--- config.mk ---
export PLATFORM = sky130hd
export DESIGN_NAME = slfc_regs
export DESIGN_NICKNAME = d
export VERILOG_FILES = /design/src/hw/slfc_pkg.sv /design/src/hw/slfc_regs.sv /design/src/hw/slfc_blink.sv
export SDC_FILE = /design/constraint.sdc
export NUM_CORES = 1
export LEC_CHECK = 0
export ABC_AREA = 1
export BUFFER_PORTS_ARGS = -buffer_cell sky130_fd_sc_hd__buf_2
export CAP_MARGIN = 40
export CORE_UTILIZATION = 48
export DETAILED_ROUTE_END_ITERATION = 10
export PLACE_DENSITY = 0.85
export SYNTH_ARGS = -nofsm -noshare
export SYNTH_HDL_FRONTEND = slang
export SYNTH_HIERARCHICAL = 1
export SYNTH_SLANG_ARGS = --single-unit
--- constraint.sdc ---
create_clock -name aclk -period 1.4 [get_ports aclk]
set_input_delay 0.21 -clock aclk [delete_from_list [all_inputs] [get_ports aclk]]
set_output_delay 0.21 -clock aclk [all_outputs]
set_load 0.05 [all_outputs]
--- src/hw/slfc_pkg.sv ---
// Constants for the switch LED and forwarding control register bank.
// Assumes a 25 MHz core clock and a 32-bit AXI4-Lite register port.
package slfc_pkg;

  // ****************************************************************
  // Geometry and clock
  // ****************************************************************
  localparam int          PORT_N      = 9;
  localparam logic [3:0]  PORT_CNT    = 4'h9;
  localparam int          CLK_HZ      = 25_000_000;
  localparam int          BLINK_MS    = 10;
  localparam int          BLINK_CYC   = CLK_HZ / 1000 * BLINK_MS;

  // ****************************************************************
  // Register indices; byte address is four times the index
  // ****************************************************************
  localparam logic [7:0]  IDX_LED_EN   = 8'h16;
  localparam logic [7:0]  IDX_MODE_LO  = 8'h18;
  localparam logic [7:0]  IDX_MODE_HI  = 8'h1A;
  localparam logic [7:0]  IDX_FWD_CTRL = 8'h21;
  localparam logic [7:0]  IDX_PROT_SEL = 8'h24;
  localparam logic [7:0]  IDX_BLINK    = 8'h0F;
  localparam logic [7:0]  IDX_STATUS   = 8'h30;

  // ****************************************************************
  // Reset values and field positions
  // ****************************************************************
  localparam logic [15:0] RST_LED_EN   = 16'h001F;
  localparam logic [15:0] RST_MODE     = 16'h01FF;
  localparam logic [7:0]  RST_FWD_CTRL = 8'h01;
  localparam logic [15:0] RST_PROT_SEL = 16'h0000;
  localparam logic [2:0]  RST_BLINK    = 3'h3;
  localparam int          FC_MCAST_MAP = 7;
  localparam int          FC_UCAST_MAP = 6;
  localparam int          FC_LEN_MISM  = 2;
  localparam int          FC_LEN_GAP   = 1;
  localparam logic [15:0] PROT_MASK    = 16'h01FF;

  // ****************************************************************
  // LED mode codes, length limits, bus answers
  // ****************************************************************
  localparam logic [1:0]  MODE_OFF   = 2'h0;
  localparam logic [1:0]  MODE_ON    = 2'h1;
  localparam logic [1:0]  MODE_BLINK = 2'h2;
  localparam logic [1:0]  MODE_AUTO  = 2'h3;
  localparam logic [15:0] LEN_MIN    = 16'h002E;
  localparam logic [15:0] LEN_MAX    = 16'h05DC;
  localparam logic [15:0] LEN_TYPE   = 16'h0600;
  localparam logic [1:0]  RESP_OKAY  = 2'h0;
  localparam logic [1:0]  RESP_SLV   = 2'h2;

endpackage

--- src/hw/slfc_regs.sv ---
// LED and forwarding control register bank with frame checks.
// Assumes a 25 MHz core clock, AXI4-Lite master, frame info per cycle.
//
// Chosen here: the AXI4-Lite interface to the registers.
`timescale 1ns/1ns
module slfc_regs #(
  parameter int TICK_CYC = slfc_pkg::BLINK_CYC
) (
  input  wire logic        aclk,
  input  wire logic        aresetn,
  input  wire logic [9:0]  s_axi_awaddr,
  input  wire logic        s_axi_awvalid,
  output logic             s_axi_awready,
  input  wire logic [31:0] s_axi_wdata,
  input  wire logic [3:0]  s_axi_wstrb,
  input  wire logic        s_axi_wvalid,
  output logic             s_axi_wready,
  output logic [1:0]       s_axi_bresp,
  output logic             s_axi_bvalid,
  input  wire logic        s_axi_bready,
  input  wire logic [9:0]  s_axi_araddr,
  input  wire logic        s_axi_arvalid,
  output logic             s_axi_arready,
  output logic [31:0]      s_axi_rdata,
  output logic [1:0]       s_axi_rresp,
  output logic             s_axi_rvalid,
  input  wire logic        s_axi_rready,
  input  wire logic [8:0]  port_link_act,
  output logic [8:0]       led_out,
  input  wire logic        frm_valid,
  input  wire logic        frm_crc_ok,
  input  wire logic [15:0] frm_len_field,
  input  wire logic [15:0] frm_data_octets,
  input  wire logic [3:0]  frm_ingress,
  input  wire logic        frm_addr_miss,
  input  wire logic        frm_mcast,
  input  wire logic [8:0]  frm_egress_in,
  output logic             frm_done,
  output logic             frm_drop,
  output logic             frm_len_mism,
  output logic             frm_len_gap,
  output logic             frm_use_miss_map,
  output logic [8:0]       frm_egress_out
);

  localparam int N = slfc_pkg::PORT_N;
  // ****************************************************************
  // Storage
  // ****************************************************************
  logic [15:0] led_en_q, mode_lo_q, mode_hi_q, prot_q;
  logic [7:0]  fwd_q;
  logic [2:0]  blink_q;
  logic [9:0]  awaddr_q;
  logic [31:0] wdata_q;
  logic [3:0]  wstrb_q;
  logic        aw_held_q, w_held_q, bvalid_q, rvalid_q;
  logic [1:0]  bresp_q, rresp_q;
  logic [31:0] rdata_q;
  logic [8:0]  led_q, egress_q, led_d;
  logic        done_q, drop_q, mism_q, gap_q, map_q;
  logic        blink_phase;
  // ****************************************************************
  // Write channel acceptance and decode
  // ****************************************************************
  wire [7:0]  wr_idx   = awaddr_q[9:2];
  wire        wr_go    = aw_held_q && w_held_q && !bvalid_q;
  wire        wr_en_h  = wr_idx == slfc_pkg::IDX_LED_EN;
  wire        wr_lo_h  = wr_idx == slfc_pkg::IDX_MODE_LO;
  wire        wr_hi_h  = wr_idx == slfc_pkg::IDX_MODE_HI;
  wire        wr_fc_h  = wr_idx == slfc_pkg::IDX_FWD_CTRL;
  wire        wr_pr_h  = wr_idx == slfc_pkg::IDX_PROT_SEL;
  wire        wr_bl_h  = wr_idx == slfc_pkg::IDX_BLINK;
  wire        wr_st_h  = wr_idx == slfc_pkg::IDX_STATUS;
  wire        wr_hit   = wr_en_h | wr_lo_h | wr_hi_h | wr_fc_h |
                         wr_pr_h | wr_bl_h | wr_st_h;
  wire [31:0] bmask    = {{8{wstrb_q[3]}}, {8{wstrb_q[2]}},
                          {8{wstrb_q[1]}}, {8{wstrb_q[0]}}};
  wire [31:0] wd_m     = wdata_q & bmask;
  assign s_axi_awready = !aw_held_q && !bvalid_q;
  assign s_axi_wready  = !w_held_q && !bvalid_q;
  assign s_axi_bvalid  = bvalid_q;
  assign s_axi_bresp   = bresp_q;
  // Address and data are held until both are here
  always_ff @(posedge aclk) begin
    if (!aresetn) begin
      aw_held_q <= 1'b0;
      w_held_q  <= 1'b0;
      awaddr_q  <= 10'h000;
      wdata_q   <= 32'h0000_0000;
      wstrb_q   <= 4'h0;
    end else begin
      if (s_axi_awvalid && s_axi_awready) begin
        aw_held_q <= 1'b1;
        awaddr_q  <= s_axi_awaddr;
      end else if (wr_go) begin
        aw_held_q <= 1'b0;
      end
      if (s_axi_wvalid && s_axi_wready) begin
        w_held_q <= 1'b1;
        wdata_q  <= s_axi_wdata;
        wstrb_q  <= s_axi_wstrb;
      end else if (wr_go) begin
        w_held_q <= 1'b0;
      end
    end
  end

  // Write response, error for an unmapped word
  always_ff @(posedge aclk) begin
    if (!aresetn) begin
      bvalid_q <= 1'b0;
      bresp_q  <= slfc_pkg::RESP_OKAY;
    end else if (wr_go) begin
      bvalid_q <= 1'b1;
      bresp_q  <= wr_hit ? slfc_pkg::RESP_OKAY : slfc_pkg::RESP_SLV;
    end else if (s_axi_bready) begin
      bvalid_q <= 1'b0;
    end
  end
  // ****************************************************************
  // Register updates, byte lanes honoured
  // ****************************************************************
  always_ff @(posedge aclk) begin
    if (!aresetn) begin
      led_en_q  <= slfc_pkg::RST_LED_EN;
      mode_lo_q <= slfc_pkg::RST_MODE;
      mode_hi_q <= slfc_pkg::RST_MODE;
      fwd_q     <= slfc_pkg::RST_FWD_CTRL;
      prot_q    <= slfc_pkg::RST_PROT_SEL;
      blink_q   <= slfc_pkg::RST_BLINK;
    end else if (wr_go) begin
      if (wr_en_h) led_en_q  <= (led_en_q & ~bmask[15:0]) | wd_m[15:0];
      if (wr_lo_h) mode_lo_q <= (mode_lo_q & ~bmask[15:0]) | wd_m[15:0];
      if (wr_hi_h) mode_hi_q <= (mode_hi_q & ~bmask[15:0]) | wd_m[15:0];
      if (wr_fc_h) fwd_q     <= (fwd_q & ~bmask[7:0]) | wd_m[7:0];
      if (wr_pr_h) prot_q    <= ((prot_q & ~bmask[15:0]) | wd_m[15:0])
                                & slfc_pkg::PROT_MASK;
      if (wr_bl_h) blink_q   <= (blink_q & ~bmask[2:0]) | wd_m[2:0];
    end
  end
  // ****************************************************************
  // Read channel
  // ****************************************************************
  wire [7:0]  rd_idx  = s_axi_araddr[9:2];
  wire [31:0] status  = {25'h0, blink_phase, done_q, drop_q, mism_q,
                         gap_q, map_q, 1'b0};
  wire        rd_en_h = rd_idx == slfc_pkg::IDX_LED_EN;
  wire        rd_lo_h = rd_idx == slfc_pkg::IDX_MODE_LO;
  wire        rd_hi_h = rd_idx == slfc_pkg::IDX_MODE_HI;
  wire        rd_fc_h = rd_idx == slfc_pkg::IDX_FWD_CTRL;
  wire        rd_pr_h = rd_idx == slfc_pkg::IDX_PROT_SEL;
  wire        rd_bl_h = rd_idx == slfc_pkg::IDX_BLINK;
  wire        rd_st_h = rd_idx == slfc_pkg::IDX_STATUS;
  wire        rd_hit  = rd_en_h | rd_lo_h | rd_hi_h | rd_fc_h |
                        rd_pr_h | rd_bl_h | rd_st_h;
  wire [31:0] rd_mux  =
    ({32{rd_en_h}} & {16'h0, led_en_q})  |
    ({32{rd_lo_h}} & {16'h0, mode_lo_q}) |
    ({32{rd_hi_h}} & {16'h0, mode_hi_q}) |
    ({32{rd_fc_h}} & {24'h0, fwd_q})     |
    ({32{rd_pr_h}} & {16'h0, prot_q})    |
    ({32{rd_bl_h}} & {29'h0, blink_q})   |
    ({32{rd_st_h}} & status);

  assign s_axi_arready = !rvalid_q;
  assign s_axi_rvalid  = rvalid_q;
  assign s_axi_rdata   = rdata_q;
  assign s_axi_rresp   = rresp_q;

  // Read data captured on address acceptance
  always_ff @(posedge aclk) begin
    if (!aresetn) begin
      rvalid_q <= 1'b0;
      rdata_q  <= 32'h0000_0000;
      rresp_q  <= slfc_pkg::RESP_OKAY;
    end else if (s_axi_arvalid && !rvalid_q) begin
      rvalid_q <= 1'b1;
      rdata_q  <= rd_mux;
      rresp_q  <= rd_hit ? slfc_pkg::RESP_OKAY : slfc_pkg::RESP_SLV;
    end else if (s_axi_rready) begin
      rvalid_q <= 1'b0;
    end
  end
  // ****************************************************************
  // LED drive
  // ****************************************************************
  slfc_blink #(
    .TICK_CYC   (TICK_CYC)
  ) u_blink (
    .aclk       (aclk),
    .aresetn    (aresetn),
    .period_sel (blink_q),
    .phase      (blink_phase)
  );

  // Per-port mode decode, high bit over low bit
  for (genvar i = 0; i < N; i++) begin : g_led
    wire [1:0] mode = {mode_hi_q[i], mode_lo_q[i]};
    assign led_d[i] = led_en_q[i] &&
      ((mode == slfc_pkg::MODE_ON)    ||
       ((mode == slfc_pkg::MODE_BLINK) && blink_phase) ||
       ((mode == slfc_pkg::MODE_AUTO)  && port_link_act[i]));
  end

  always_ff @(posedge aclk) begin
    if (!aresetn) led_q <= 9'h000;
    else          led_q <= led_d;
  end
  assign led_out = led_q;
  // ****************************************************************
  // Frame classification and forwarding
  // ****************************************************************
  wire in_win   = (frm_len_field >= slfc_pkg::LEN_MIN) &&
                  (frm_len_field <= slfc_pkg::LEN_MAX);
  wire mism_d   = frm_crc_ok &&
    ((in_win && (frm_len_field != frm_data_octets)) ||
     ((frm_len_field < slfc_pkg::LEN_MIN) &&
      (frm_data_octets > slfc_pkg::LEN_MIN)));
  wire gap_d    = frm_crc_ok &&
    (frm_len_field > slfc_pkg::LEN_MAX) &&
    (frm_len_field < slfc_pkg::LEN_TYPE);
  wire drop_d   = (fwd_q[slfc_pkg::FC_LEN_MISM] && mism_d) ||
                  (fwd_q[slfc_pkg::FC_LEN_GAP] && gap_d);
  wire map_d    = frm_addr_miss &&
    (frm_mcast ? fwd_q[slfc_pkg::FC_MCAST_MAP]
               : fwd_q[slfc_pkg::FC_UCAST_MAP]);
  wire ing_prot = (frm_ingress < slfc_pkg::PORT_CNT) &&
                  prot_q[frm_ingress];
  wire [8:0] eg_d = ing_prot ? (frm_egress_in & ~prot_q[8:0])
                             : frm_egress_in;

  // Results are captured per offered frame
  always_ff @(posedge aclk) begin
    if (!aresetn) begin
      done_q   <= 1'b0;
      drop_q   <= 1'b0;
      mism_q   <= 1'b0;
      gap_q    <= 1'b0;
      map_q    <= 1'b0;
      egress_q <= 9'h000;
    end else begin
      done_q <= frm_valid;
      if (frm_valid) begin
        drop_q   <= drop_d;
        mism_q   <= mism_d;
        gap_q    <= gap_d;
        map_q    <= map_d;
        egress_q <= eg_d;
      end
    end
  end

  assign frm_done         = done_q;
  assign frm_drop         = drop_q;
  assign frm_len_mism     = mism_q;
  assign frm_len_gap      = gap_q;
  assign frm_use_miss_map = map_q;
  assign frm_egress_out   = egress_q;

  wire [8:0] on_m   = led_en_q[8:0] & ~mode_hi_q[8:0] & mode_lo_q[8:0];
  wire [8:0] off_m  = ~mode_hi_q[8:0] & ~mode_lo_q[8:0];
  wire [8:0] auto_m = led_en_q[8:0] & mode_hi_q[8:0] & mode_lo_q[8:0];
endmodule // slfc_regs

--- src/hw/slfc_blink.sv ---
// Blink phase generator for the port LEDs.
// Assumes the period select is a register of the parent bank.
`timescale 1ns/1ns
module slfc_blink #(
  parameter int TICK_CYC = slfc_pkg::BLINK_CYC
) (
  input  wire logic       aclk,
  input  wire logic       aresetn,
  input  wire logic [2:0] period_sel,
  output logic            phase
);

  logic [31:0] tick_q;
  logic [2:0]  unit_q;
  logic        phase_q;
  wire         tick_end;
  wire  [2:0]  unit_lim;
  wire         unit_end;

  // ****************************************************************
  // Ten millisecond tick and unit counter
  // ****************************************************************
  // Code zero is reserved and runs like code one
  assign tick_end = (tick_q == 32'(TICK_CYC - 1));
  assign unit_lim = (period_sel == 3'h0) ? 3'h1 : period_sel;
  assign unit_end = tick_end && (unit_q >= unit_lim);
  assign phase    = phase_q;

  // Phase flips once per (N + 1) ticks
  always_ff @(posedge aclk) begin
    if (!aresetn) begin
      tick_q  <= 32'h0;
      unit_q  <= 3'h0;
      phase_q <= 1'b0;
    end else begin
      tick_q  <= tick_end ? 32'h0 : tick_q + 32'h1;
      if (unit_end) begin
        unit_q  <= 3'h0;
        phase_q <= ~phase_q;
      end else if (tick_end) begin
        unit_q  <= unit_q + 3'h1;
      end
    end
  end

endmodule // slfc_blink

### Yosys cells after proc, flatten, opt, wreduce, memory -nomap -nowiden

Cells that the tools add are included.
Widths: inputs -> output; s select.

| word-level totals | value |
|---|---|
| register bits | 195 |
| output and inout port bits | 64 |
| bits of input ports | 121 |
| word-level logic and storage cells | 221 |

| cells by class | value |
|---|---|
| mux-type cells | 14 |
| bitwise gates (word level) | 45 |
| $add $sub $neg | 2 |
| eq/ne operators | 43 |
| $lt $le $gt $ge | 9 |
| reduce and logical (&&, ||, !) cells | 82 |

Operators with widths:

| operator | number |
|---|---|
| $or 32x32->32 | 6 |
| $and 32x16->32 | 3 |
| $and 16x16->16 | 4 |
| $eq 8x5->1 const B | 6 |
| $eq 8x6->1 const B | 6 |
| $or 16x16->16 | 3 |
| $logic_and 1x1->1 | 45 |
| $eq 2x2->1 const B | 18 |
| $add 32x1->32 const B | 1 |
| $and 32x3->32 | 1 |
| $and 32x7->32 | 1 |
| $and 32x8->32 | 1 |
| $and 32x9->32 | 1 |
| $eq 32x18->1 const B | 1 |
| $logic_or 1x1->1 | 20 |
| $and 9x9->9 | 2 |
| $eq 2x1->1 const B | 9 |
| $eq 8x4->1 const B | 2 |
| $ge 16x6->1 const B | 1 |
| $gt 16x11->1 const B | 1 |
| $gt 16x6->1 const B | 1 |
| $le 16x11->1 const B | 1 |
| $lt 16x11->1 const B | 1 |
| $lt 16x6->1 const B | 1 |
| 26 further kinds | 59 |

### Longest topological paths before layout

Gate-level depths: netlist (run 1).

| depth | value |
|---|---|
| depth in word-level cells | 8 |
| gate-level depth with buffers | 11 |
| depth with buffers taken out | 11 |

### Modules after synthesis

The synthesis (run 1) kept the hierarchy.

Modules (own cells, without submodules):

| module | area an instance (um^2) | cells an instance | instances |
|---|---|---|---|
| slfc_regs | 6653.9 | 959 | 1 |
| slfc_blink | 2168.3 | 357 | 1 |

### Least setup slack after synthesis (run 1)

No wires, ideal clock.

| path | value |
|---|---|
| path type | flip-flop to flip-flop |
| start | register bvalid_q (netlist: s_axi_bvalid) |
| end | register wdata_q[13] |
| path buffers | 1 |
| cell stages (with the launch flop) | 6 |
| period minus slack after synthesis | 2.122 ns |
| arrival | 2.006 ns |
| required time | 1.284 ns |
| path slack | -0.722 ns |
| path through | dfxtp_1 nor2_1 nand2_1 clkbuf_1 o21ai_0 nor2_1 |

| on the way | value |
|---|---|
| longest elaborated chain between the ends | 3 |

Ends and longest elaborated chain:

| item | RTL line | RTL |
|---|---|---|
| start: declaration | slfc_regs.sv:56 | `logic aw_held_q, w_held_q, bvalid_q, rvalid_q;` |
| start signal: assignment | slfc_regs.sv:111 | `bvalid_q <= 1'b0;` |
| start signal: assignment | slfc_regs.sv:114 | `bvalid_q <= 1'b1;` |
| start signal: assignment | slfc_regs.sv:117 | `bvalid_q <= 1'b0;` |
| $logic_not 1->1 | slfc_regs.sv:80 | `assign s_axi_wready = !w_held_q && !bvalid_q;` |
| $logic_and 1x1->1 | slfc_regs.sv:80 |  |
| named net s_axi_wready | slfc_regs.sv:17 | `output logic s_axi_wready,` |
| $logic_and 1x1->1 | slfc_regs.sv:98 | `if (s_axi_wvalid && s_axi_wready) begin` |
| end signal: assignment | slfc_regs.sv:100 | `wdata_q <= s_axi_wdata;` |
| end: declaration | slfc_regs.sv:54 | `logic [31:0] wdata_q;` |

The timed path passes the listed nets, and every way through them passes these cells.
A chain may end at the register's enable or synchronous reset.

### Worst setup path after layout (run 1)

| path | value |
|---|---|
| start | register awaddr_q[8] |
| end | register bresp_q[1] (netlist: s_axi_bresp[1]) |

| on the way | value |
|---|---|
| longest elaborated chain between the ends | 8 |
| elaborated cells between the ends (all ways) | 14 |
| those cells by class | eq/ne: 7; mux: 1; bitwise: 6 |

Ends and longest elaborated chain:

| item | RTL line | RTL |
|---|---|---|
| start: declaration | slfc_regs.sv:53 | `logic [9:0] awaddr_q;` |
| start signal: assignment | slfc_regs.sv:94 | `awaddr_q <= s_axi_awaddr;` |
| $eq 8x5->1, on equally long branches | slfc_regs.sv:67, slfc_regs.sv:68 |  |
| $or 1x1->1 (4 in series) | slfc_regs.sv:74 | `wire wr_hit = wr_en_h \| wr_lo_h \| wr_hi_h \| wr_fc_h \|` |
| $or 1x1->1 | slfc_regs.sv:75 | `wr_pr_h \| wr_bl_h \| wr_st_h;` |
| $or 1x1->1 (*) | slfc_regs.sv:75 |  |
| $mux 2 (*) | slfc_regs.sv:115 | `bresp_q <= wr_hit ? slfc_pkg::RESP_OKAY : slfc_pkg::RESP_SLV;` |
| end signal: assignment | slfc_regs.sv:112 | `bresp_q <= slfc_pkg::RESP_OKAY;` |
| end signal: assignment | slfc_regs.sv:115 |  |
| end: declaration | slfc_regs.sv:57 | `logic [1:0] bresp_q, rresp_q;` |

Mark *: on every way between the ends. The rest lies on a longest branch, timed or not.

==> out/metrics.cfg, run 1 <==
[placed_design]
place.gp.congestion = 0.922
numPortBuffers = 144
dpl.hpwl_um = 19000

[synthesis]
synthFlopType = dfxtp_1
yosysSeqAreaShare_pct = 39.7
synth_edf_count = 0
synthCells = 1316
synth_warnings = 6
synth.avg_cell_area_um2 = 6.70
async_reset_ff_share_pct = 0
ys_ff_latch = 175
synth.top_cell.area_share_pct = 39.7
synth_top_area_cell = dfxtp_1
netlist_area_um2 = 8820
ys_types = 42
synth_area_leaders = dfxtp_1, nand2_1, nor2_1

[timing]
slew_headroom_pct = 52.2
fmax_ghz = 0.639
tightest_slew_ns = 0.699
setup_ws_ns = -0.165
period_needed_ns = 1.57
slew_viol_final = 0
setup-violations-final = 82
clock_skew_ns = 0.0157
rsz0062_at_grt = true
hold_slack_ns = 0.0150
finalCritPeriodShare_pct = 112
finalHoldViolCount = 0

[global_route]
antenna_found_initial = 0
grt.total_usage_pct = 28.7
grt_start_max_net_pins = 86
grt_pass1_wl_um = 42300
grt_pass1_vias = 8888
grt_overflow = 0

[power]
power_mw = 11.8
peakVddDrop_uv = 1710
power.density_nw_per_um2 = 988
power.leakage_nw = 5.57

[clock_tree]
clock-sinks = 175
clk_latency_ns = 0.45
cts_tree = done
clock-root-buffer = clkbuf_16
clk_pin_slew_ns = 0.08
cts_max_level = 4
clock_path_buffers = 2
postCtsHoldBufs = 0
cts_buffers = 17

[die]
die-area_um2 = 18900
dieHeight_um = 138
num_io_pins = 185
std_cell_rows = 49
start_util_pct = 49.1
die_w_um = 138
coreArea_um2 = 18000

[final_layout]
final_util_pct = 66.6
final_common_cell = nand2_1
layout-drive-gt1-share_pct = 32.0
area_growth_pct = 35.6
nNetsFinal = 1697
layout.cells.most_common_list = nand2_1, nor2_1, dfxtp_1
num_antenna_cells = 0

[min_path]
hp-class = in2reg
holdCritStartpoint = s_axi_wdata[11]
hold_path_depth = 3
holdPathEnd = wdata_q[11]$_SDFFE_PN0P_

[route]
drt_pass1_iterations = 8
postRouteWirelength_um = 29000
final_antenna_net_count = 0
via_count = 9902
drcViolationCount = 0
viasPerCell = 5.46
drtIter0Drc = 998
routedWlPerCell_um = 16.0

[setup_path]
r2r_cells = 11
critical_path_required_ns = 1.73
rrSetupSlack_ns = -0.17
crit_type = reg2reg
critPathMaxFanout = 3
setup.worst_path.start = awaddr_q[8]$_SDFFE_PN0P_
end_kind = register
r2r_end = s_axi_bresp[1]$_SDFFE_PN0P_
reg2reg_from = awaddr_q[8]$_SDFFE_PN0P_
cp.arrival_ns = 1.90
startpoint_type = register

[status]
violations = setup timing
status = finished with violations

[flow_run]
drv_cap = 0

per-layer routing:
| metal | track usage [%] | vias up | wire length [um] |
|---|---|---|---|
| met4 | 16.7 | 0 | 1500 |
| li1 | - | 4722 | - |
| met3 | 5.78 | 141 | 2170 |
| met1 | 31.6 | 4510 | 10400 |
| met5 | 0 | - | 0 |
| met2 | 50.9 | 529 | 14900 |
layout make-up:
type | count | area (um^2)
Multi-Input combinational cell | 940 | 5000
Clock inverter | 15 | 200
Tap cell | 229 | 287
Inverter | 165 | 639
Clock buffer | 17 | 425
Timing Repair Buffer | 272 | 1850
Fill cell | 1392 | 6000
Sequential cell | 175 | 3560
kinds of logic (layout without fill, tap and decap cells):
kind of cell	Yosys count	count (layout)	synth area share (%)
adder cells (fa/ha/maj)	5	5	0.709
XOR/XNOR	12	12	1.19
AND/OR/NAND/NOR	663	664	32.3
flip-flops	175	175	39.7
buffers and inverters	219	469	10.7
AO/OA/AOI/OAI	241	241	15.4
other	1	18	0.0425
how the worst max path moves through the flow:
| stage | end | slack (ns) | cells past startpoint |
|---|---|---|---|
| after floorplan | s_axi_rdata[10]$_SDFFE_PN0P_ | -0.01 | 6 |
| after detailed placement | s_axi_rdata[5]$_SDFFE_PN0P_ | -0.12 | 11 |
| after global routing | s_axi_bresp[1]$_SDFFE_PN0P_ | -0.24 | 11 |
| final | s_axi_bresp[1]$_SDFFE_PN0P_ | -0.17 | 11 |
| after global placement | s_axi_rdata[5]$_SDFFE_PN0P_ | -0.08 | 11 |
| after CTS | register | -0.06 | 10 |
through the flow:
stage               std cells  setup TNS, ns  instance area, um^2  worst slack (ns)
CTS                      1795         -0.956                11400           -0.0557
global route             1813         -11.16                12000            -0.235
global placement         1757          -2.23                10500           -0.0789
finish                   1813          -5.16                12000            -0.165
detailed placement       1757          -5.51                10500            -0.118
floorplan                1333         -0.118                 8950           -0.0106
critical path, cell delays in order, from the launching register on:
cell and delay (ns):
dfxtp_2 0.32, inv_2 0.07, nand2_4 0.07, nor2_4 0.12, nand2_2 0.08, inv_4 0.10
nand3_2 0.16, buf_4 0.19, nand3_1 0.09, nor2_1 0.06, nor2_1 0.13, nor2_1 0.07
Yosys cell counts (2+ instances only):
cell type / n
nor3_4: 3
nor4_1: 6
nand3_2: 5
o211ai_1: 23
o211ai_2: 5
nand2_1: 310
o21ai_0: 102
inv_2: 13
o22ai_1: 6
clkbuf_1: 21
xor2_1: 9
a2111oi_0: 2
nor3_1: 18
dfxtp_1: 175
buf_6: 4
xnor2_1: 3
a41oi_1: 7
a21oi_1: 85
buf_4: 21
nand4_1: 25
o21ai_1: 5
nand3b_1: 2
nor2_4: 8
nand3_1: 43
nor2_1: 225
buf_1: 3
nand2_2: 7
a31oi_1: 3
buf_2: 5
ha_1: 5
nor3_2: 3
nor2_2: 5
inv_1: 150
power by group:
group | total [mW] | leakage (nW) | switching [mW] | internal (mW)
Sequential | 5.25 | 1.44 | 0.131 | 5.12
Combinational | 1.57 | 3.84 | 1.08 | 0.490
Clock | 5.00 | 0.300 | 2.42 | 2.59
Total | 11.8 | 5.57 | 3.63 | 8.19
what timing repair did:
| action | CTS | global route |
|---|---|---|
| pin swaps | 14 | 46 |
| hold endpoints to repair | 0 | 0 |
| resized for setup | 71 | 138 |
| buffers inserted | 6 | 13 |
| endpoints found under the setup margin | 97 | 117 |
| gates cloned | 0 | 5 |
No activity file was read; power rests on OpenSTA's default activity.
==> inputs of run 2 (changes only) <==
--- a/config.mk
+++ b/config.mk
@@ -11,6 +11,7 @@
 export CORE_UTILIZATION = 48
 export DETAILED_ROUTE_END_ITERATION = 10
 export PLACE_DENSITY = 0.85
+export REMOVE_ABC_BUFFERS = 1
 export SYNTH_ARGS = -nofsm -noshare
 export SYNTH_HDL_FRONTEND = slang
 export SYNTH_HIERARCHICAL = 1
==> constraint.sdc (replaced) <==
create_clock -name aclk -period 1.4 [get_ports aclk]
set_input_delay 0.21 -clock aclk [delete_from_list [all_inputs] [get_ports aclk]]
set_output_delay 0.21 -clock aclk [all_outputs]
set_load 0.02 [all_outputs]
==> run 2 against run 1 <==
Effect of this change:
- the flow still finishes with violations (setup timing)
- via count is 0.23% higher
- combinational power is 10% lower
- setup slack better by 0.048 ns
- die area stayed put
- non-clock buffer count stayed put
==> out/metrics.cfg, run 2 (synthesis results as in run 1) <==
[global_route]
grt_overflow = 0  ; unchanged
grt_pass1_vias = 9350  ; +5.2%
grt.total_usage_pct = 29.6  ; +0.95 points
grt_start_max_net_pins = 46  ; -47%
grt_pass1_wl_um = 43400  ; +2.5%
antenna_found_initial = 3  ; +3

[timing]
hold_slack_ns = 0.0136  ; -0.00140 ns
setup_ws_ns = -0.117  ; +0.0484 ns
rsz0062_at_grt = true
period_needed_ns = 1.52  ; -0.0484 ns
slew_viol_final = 0  ; unchanged
setup-violations-final = 77  ; -6.1%
finalCritPeriodShare_pct = 108  ; -3.5 points
slew_headroom_pct = 63.3  ; +11 points
tightest_slew_ns = 0.545  ; -0.153 ns
finalHoldViolCount = 0  ; unchanged
clock_skew_ns = 0.0135  ; -0.00224 ns
fmax_ghz = 0.659  ; +3.2%

[setup_path]
slowest_stage = dfxtp_2
end_kind = register
critPathMaxFanout = 8  ; +5
r2r_cells = 10  ; -1
max_stage_delay_ns = 0.32  ; about the same
critical_path_required_ns = 1.72  ; about the same
rrSetupSlack_ns = -0.12  ; +0.05 ns
reg2reg_from = awaddr_q[9]$_SDFFE_PN0P_
crit_chain = inv_2 > nand2_4 > nor2_4 > nand2_2 > inv_4 > nand3_4 > nor2_4 > buf_6 > nand2_2 > o211ai_1
startpoint_type = register
cp.arrival_ns = 1.84  ; -0.06 ns
crit_type = reg2reg

[route]
via_count = 9925  ; +0.23%
drcViolationCount = 0  ; unchanged
drtIter0Drc = 840  ; -16%
drt_pass1_iterations = 6  ; -2
final_antenna_net_count = 0  ; unchanged
postRouteWirelength_um = 28800  ; -0.70%
routedWlPerCell_um = 15.9  ; -0.97%
viasPerCell = 5.46  ; about the same

[clock_tree]
clock-sinks = 175  ; unchanged
clk_latency_ns = 0.44  ; about the same
cts_buffers = 17  ; unchanged
cts_tree = done
cts_max_level = 4  ; unchanged
clk_pin_slew_ns = 0.08  ; about the same
clock-root-buffer = clkbuf_16
postCtsHoldBufs = 0  ; unchanged
clock_path_buffers = 2  ; unchanged

[final_layout]
layout.cells.most_common_list = nand2_1, nor2_1, dfxtp_1
final_util_pct = 66.4  ; -0.22 points
nNetsFinal = 1698  ; +0.059%
layout-drive-gt1-share_pct = 30.7  ; -1.3 points
area_growth_pct = 35.2
final_common_cell = nand2_1

[die]
die-area_um2 = 18900  ; unchanged
std_cell_rows = 49  ; unchanged
start_util_pct = 49.1  ; unchanged
coreArea_um2 = 18000  ; unchanged
dieHeight_um = 138  ; unchanged
die_w_um = 138  ; unchanged
num_io_pins = 185  ; unchanged

[min_path]
hold_path_depth = 4  ; +1
holdCritStartpoint = s_axi_bready
holdPathEnd = s_axi_bvalid$_SDFFE_PN0P_
hp-class = in2reg

[power]
peakVddDrop_uv = 931  ; -45%
power.density_nw_per_um2 = 960  ; -2.9%
power.leakage_nw = 5.51  ; -1.1%

[placed_design]
dpl.hpwl_um = 18900  ; -0.36%
place.gp.congestion = 0.913  ; -1.0%
numPortBuffers = 144  ; unchanged
pre_cts_ws_ns = -0.136  ; -0.0179 ns

[flow_run]
drv_cap = 0  ; unchanged

[status]
violations = setup timing
status = finished with violations

==> run 2: cell count changes in the layout (fill, tap and decap cells not counted), sizes merged <==
cell,delta
diode,+4
clkinv,-3
clkbuf,+2
clkinvlp,+2
buf,+1
inv,-1
==> run 2: how the worst max path moves through the flow <==
stage / endpoint / startpoint / depth (start not counted)
after floorplan: u_blink/tick_q[10]$_SDFF_PP0_ / u_blink/tick_q[0]$_SDFF_PP0_ / 8
after global placement: u_blink/tick_q[14]$_SDFF_PP0_ / u_blink/tick_q[0]$_SDFF_PP0_ / 8
after detailed placement: register / awaddr_q[9]$_SDFFE_PN0P_ / 10
after CTS: register / awaddr_q[9]$_SDFFE_PN0P_ / 10
after global routing: register / aw_held_q$_SDFFE_PN0P_ / 8
final: register / awaddr_q[9]$_SDFFE_PN0P_ / 10
==> run 2: critical path: cells and delay by family (launching register included) <==
| family | cells | cell delay [ns] |
|---|---|---|
| compound gates | 1 | 0.18 |
| simple gates | 6 | 0.58 |
| flops | 1 | 0.32 |
| buf+inv | 3 | 0.32 |
==> run 2: power by group <==
group	switching, mW	internal, mW
Sequential	0.128	5.13
Clock	2.14	2.64
Combinational	0.869	0.544
Total	3.14	8.31
==> run 2: area by class of cell <==
cell class / instances / area (um^2)
antenna: 4 / 10.0
clock buffer: 20 / 467
clock inverter: 12 / 126
fill: 1423 / 6040
inverter: 165 / 644
multi-input combinational: 940 / 4920
sequential: 175 / 3530
tap: 229 / 287
timing repair buffer: 272 / 1940
timing repair inverter: 1 / 7.51
==> run 2: metal layers <==
layer  global-route usage [%]  wire, um  share of wire (%)  vias to the layer above
met5                        0         0                  0                        -
met4                     18.0      1810                6.3                        0
met3                     5.74      2200                7.6                      147
met2                     50.7     13800                 48                      497
met1                     34.0     11100                 38                     4547
li1                         -         -                  -                     4734
==> run 2: stage by stage <==
stage               area [um^2]  cells  setup TNS (ns)  power (mW)
finish                    11900   1818           -3.84        11.4
global route              11900   1817          -10.08        11.8
CTS                       11500   1805           -1.55        11.3
detailed placement        10400   1756           -8.66        6.54
global placement          10400   1756           -3.98        6.50
floorplan                  8570   1279          -17.42        5.93
==> run 2: what timing repair did <==
item	4_1_cts	5_1_grt
endpoints found under the setup margin	111	122
setup buffers	15	6
pin swaps	27	30
gates resized for setup	102	95
cloned	3	3
==> inputs of run 3 (changes only) <==
--- a/config.mk
+++ b/config.mk
@@ -10,6 +10,7 @@
 export CAP_MARGIN = 40
 export CORE_UTILIZATION = 48
 export DETAILED_ROUTE_END_ITERATION = 10
+export MAX_ROUTING_LAYER = met4
 export PLACE_DENSITY = 0.85
 export REMOVE_ABC_BUFFERS = 1
 export SYNTH_ARGS = -nofsm -noshare
==> run 3 against run 2 <==
Effect of this change:
- the flow still finishes with violations (setup timing)
- sequential share of layout area fell by 0.15 points
- cell count did not move
- first-iteration DRC count rose by 3.8%
- final area rose by 1.2%
- critical path type unchanged
- largest power group unchanged
- highest routed layer unchanged
==> out/metrics.cfg, run 3 (synthesis results as in run 1) <==
[route]
postRouteWirelength_um = 30300  ; +4.9%
drt_pass1_iterations = 5  ; -1
via_count = 10000  ; +0.83%
drtIter0Drc = 872  ; +3.8%
viasPerCell = 5.50  ; +0.83%
final_antenna_net_count = 0  ; unchanged
routedWlPerCell_um = 16.6  ; +4.9%
drcViolationCount = 0  ; unchanged

[timing]
finalCritPeriodShare_pct = 111  ; +2.4 points
slew_viol_final = 0  ; unchanged
slew_headroom_pct = 60.9  ; -2.4 points
rsz0062_at_grt = true
finalHoldViolCount = 0  ; unchanged
clock_skew_ns = 0.0127  ; -0.000791 ns
setup_ws_ns = -0.151  ; -0.0337 ns
tightest_slew_ns = 0.586  ; +0.0407 ns
setup_tns_ns = -6.31  ; -2.46 ns
setup-violations-final = 88  ; +14%
fmax_ghz = 0.645  ; -2.2%
period_needed_ns = 1.55  ; +0.0337 ns
hold_slack_ns = 0.0226  ; +0.00899 ns

[final_layout]
nNetsFinal = 1701  ; +0.18%
layout.cells.non_filler = 1818  ; unchanged
area_growth_pct = 36.8
nFillCells = 1393  ; -2.1%
layout.cells.most_common_list = nand2_1, nor2_1, dfxtp_1
final_common_cell = nand2_1
final_area_um2 = 12100  ; +1.2%
final_util_pct = 67.2  ; +0.77 points
layout-drive-gt1-share_pct = 33.3  ; +2.6 points

[die]
num_io_pins = 185  ; unchanged
dieHeight_um = 138  ; unchanged
start_util_pct = 49.1  ; unchanged
die_w_um = 138  ; unchanged
std_cell_rows = 49  ; unchanged
die-area_um2 = 18900  ; unchanged
coreArea_um2 = 18000  ; unchanged

[placed_design]
place.gp.congestion = 0.948  ; +3.9%
placedCellCount = 1753  ; -0.17%
placed_area_um2 = 10400  ; -0.34%
pre_cts_ws_ns = -0.135  ; +0.000677 ns
dpl.hpwl_um = 19100  ; +1.1%
numPortBuffers = 144  ; unchanged

[clock_tree]
clock-root-buffer = clkbuf_16
cts_max_level = 4  ; unchanged
cts_buffers = 17  ; unchanged
clock_path_buffers = 2  ; unchanged
postCtsHoldBufs = 0  ; unchanged
clk_pin_slew_ns = 0.07  ; about the same
cts_tree = done
clk_latency_ns = 0.44  ; about the same
clock-sinks = 175  ; unchanged

[power]
power.density_nw_per_um2 = 946  ; -1.4%
power.leakage_nw = 5.52  ; +0.19%
peakVddDrop_uv = 973  ; +4.5%
power.internal_mw = 8.17  ; -1.7%
p_switching_mw = 3.25  ; +3.7%
clock_power_share_pct = 41.3  ; -0.4 points
power.share.sequential_pct = 46.1  ; +0.2 points
power_mw = 11.4  ; -0.23%
comb_power_share_pct = 12.5  ; +0.2 points
power.share.switching_pct = 28.5  ; +1.1 points

[setup_path]
critPathMaxFanout = 5  ; -3
cp.arrival_ns = 1.93  ; +0.09 ns
end_kind = register
r2r_cells = 10  ; unchanged
startpoint_type = register
reg2reg_from = awaddr_q[8]$_SDFFE_PN0P_
crit_type = reg2reg
rrSetupSlack_ns = -0.15  ; -0.03 ns
critical_path_required_ns = 1.78  ; +0.06 ns

[min_path]
holdCritStartpoint = s_axi_awaddr[7]
hp-class = in2reg
holdPathEnd = awaddr_q[7]$_SDFFE_PN0P_
hold_path_depth = 3  ; -1

[global_route]
antenna_found_initial = 1  ; -2
grt_pass1_vias = 8982  ; -3.9%
grt_overflow = 0  ; unchanged
grt_pass1_wl_um = 43200  ; -0.41%
grt.total_usage_pct = 30.5  ; +0.87 points
grt_start_max_net_pins = 66  ; +43%

[status]
violations = setup timing
status = finished with violations

[flow_run]
drv_cap = 0  ; unchanged

[run 3: cell types whose count changed in the layout (fill, tap and decap cells not counted), moves of 7 or more]
cell / before / now
o21ai_2: 6 / 19
nor2_1: 193 / 186
o21ai_0: 89 / 75
dfxtp_1: 153 / 145
[run 3: worst max path at each step]
stage | start | to | slack, ns | depth (start not counted)
final | awaddr_q[8]$_SDFFE_PN0P_ | register | -0.15 | 10
after detailed placement | s_axi_araddr[8] | s_axi_rdata[9]$_SDFFE_PN0P_ | -0.14 | 9
after global routing | awaddr_q[8]$_SDFFE_PN0P_ | register | -0.19 | 10
after floorplan | u_blink/tick_q[0]$_SDFF_PP0_ | u_blink/tick_q[10]$_SDFF_PP0_ | -0.31 | 8
after global placement | s_axi_araddr[8] | s_axi_rdata[7]$_SDFFE_PN0P_ | -0.08 | 10
after CTS | u_blink/tick_q[0]$_SDFF_PP0_ | u_blink/tick_q[3]$_SDFF_PP0_ | -0.07 | 10
[run 3: worst max-delay path, stage by stage, from the launching register on]
cell and delay [ns]:
dfxtp_1 0.32, inv_2 0.08, nand2_4 0.07, nor2_4 0.09, nand2_1 0.08, inv_2 0.14, nand3_4 0.14, nor2_4 0.23
buf_6 0.17, o21ai_1 0.06, nor2_1 0.10
[run 3: layout make-up]
class | count | area, um^2 | area share (%)
Sequential cell | 175 | 3550 | 29.5
Timing Repair Buffer | 275 | 1900 | 15.8
Inverter | 165 | 641 | 5.31
Tap cell | 229 | 287 | 2.37
Multi-Input combinational cell | 940 | 5100 | 42.2
Clock inverter | 14 | 145 | 1.20
Antenna cell | 1 | 2.50 | 0.0207
Clock buffer | 18 | 429 | 3.56
Timing Repair inverter | 1 | 7.51 | 0.0622
[run 3: power groups by stage]
stage	registers (mW)	clock network (mW)	logic (mW)
4_1_cts	5.24	4.71	1.28
3_5_place_dp	5.34	0	1.18
6_report	5.27	4.72	1.43
3_3_place_gp	5.34	0	1.15
5_1_grt	5.28	4.96	1.54
2_1_floorplan	5.40	0	0.525
[run 3: timing repair]
item | in CTS | in global routing
setup buffers | 13 | 18
endpoints found under the setup margin | 101 | 135
pin swaps | 33 | 58
gates resized for setup | 117 | 158
cloned | 2 | 3
[run 3: routing by layer]
layer	share of wire, %	GRT usage, %	up-vias	wire length, um
li1	-	-	4728	-
met1	37	34.7	4570	11200
met2	50	51.5	557	15000
met3	8.2	5.00	152	2480
met4	5.3	15.8	0	1590
met5	0	-	-	0
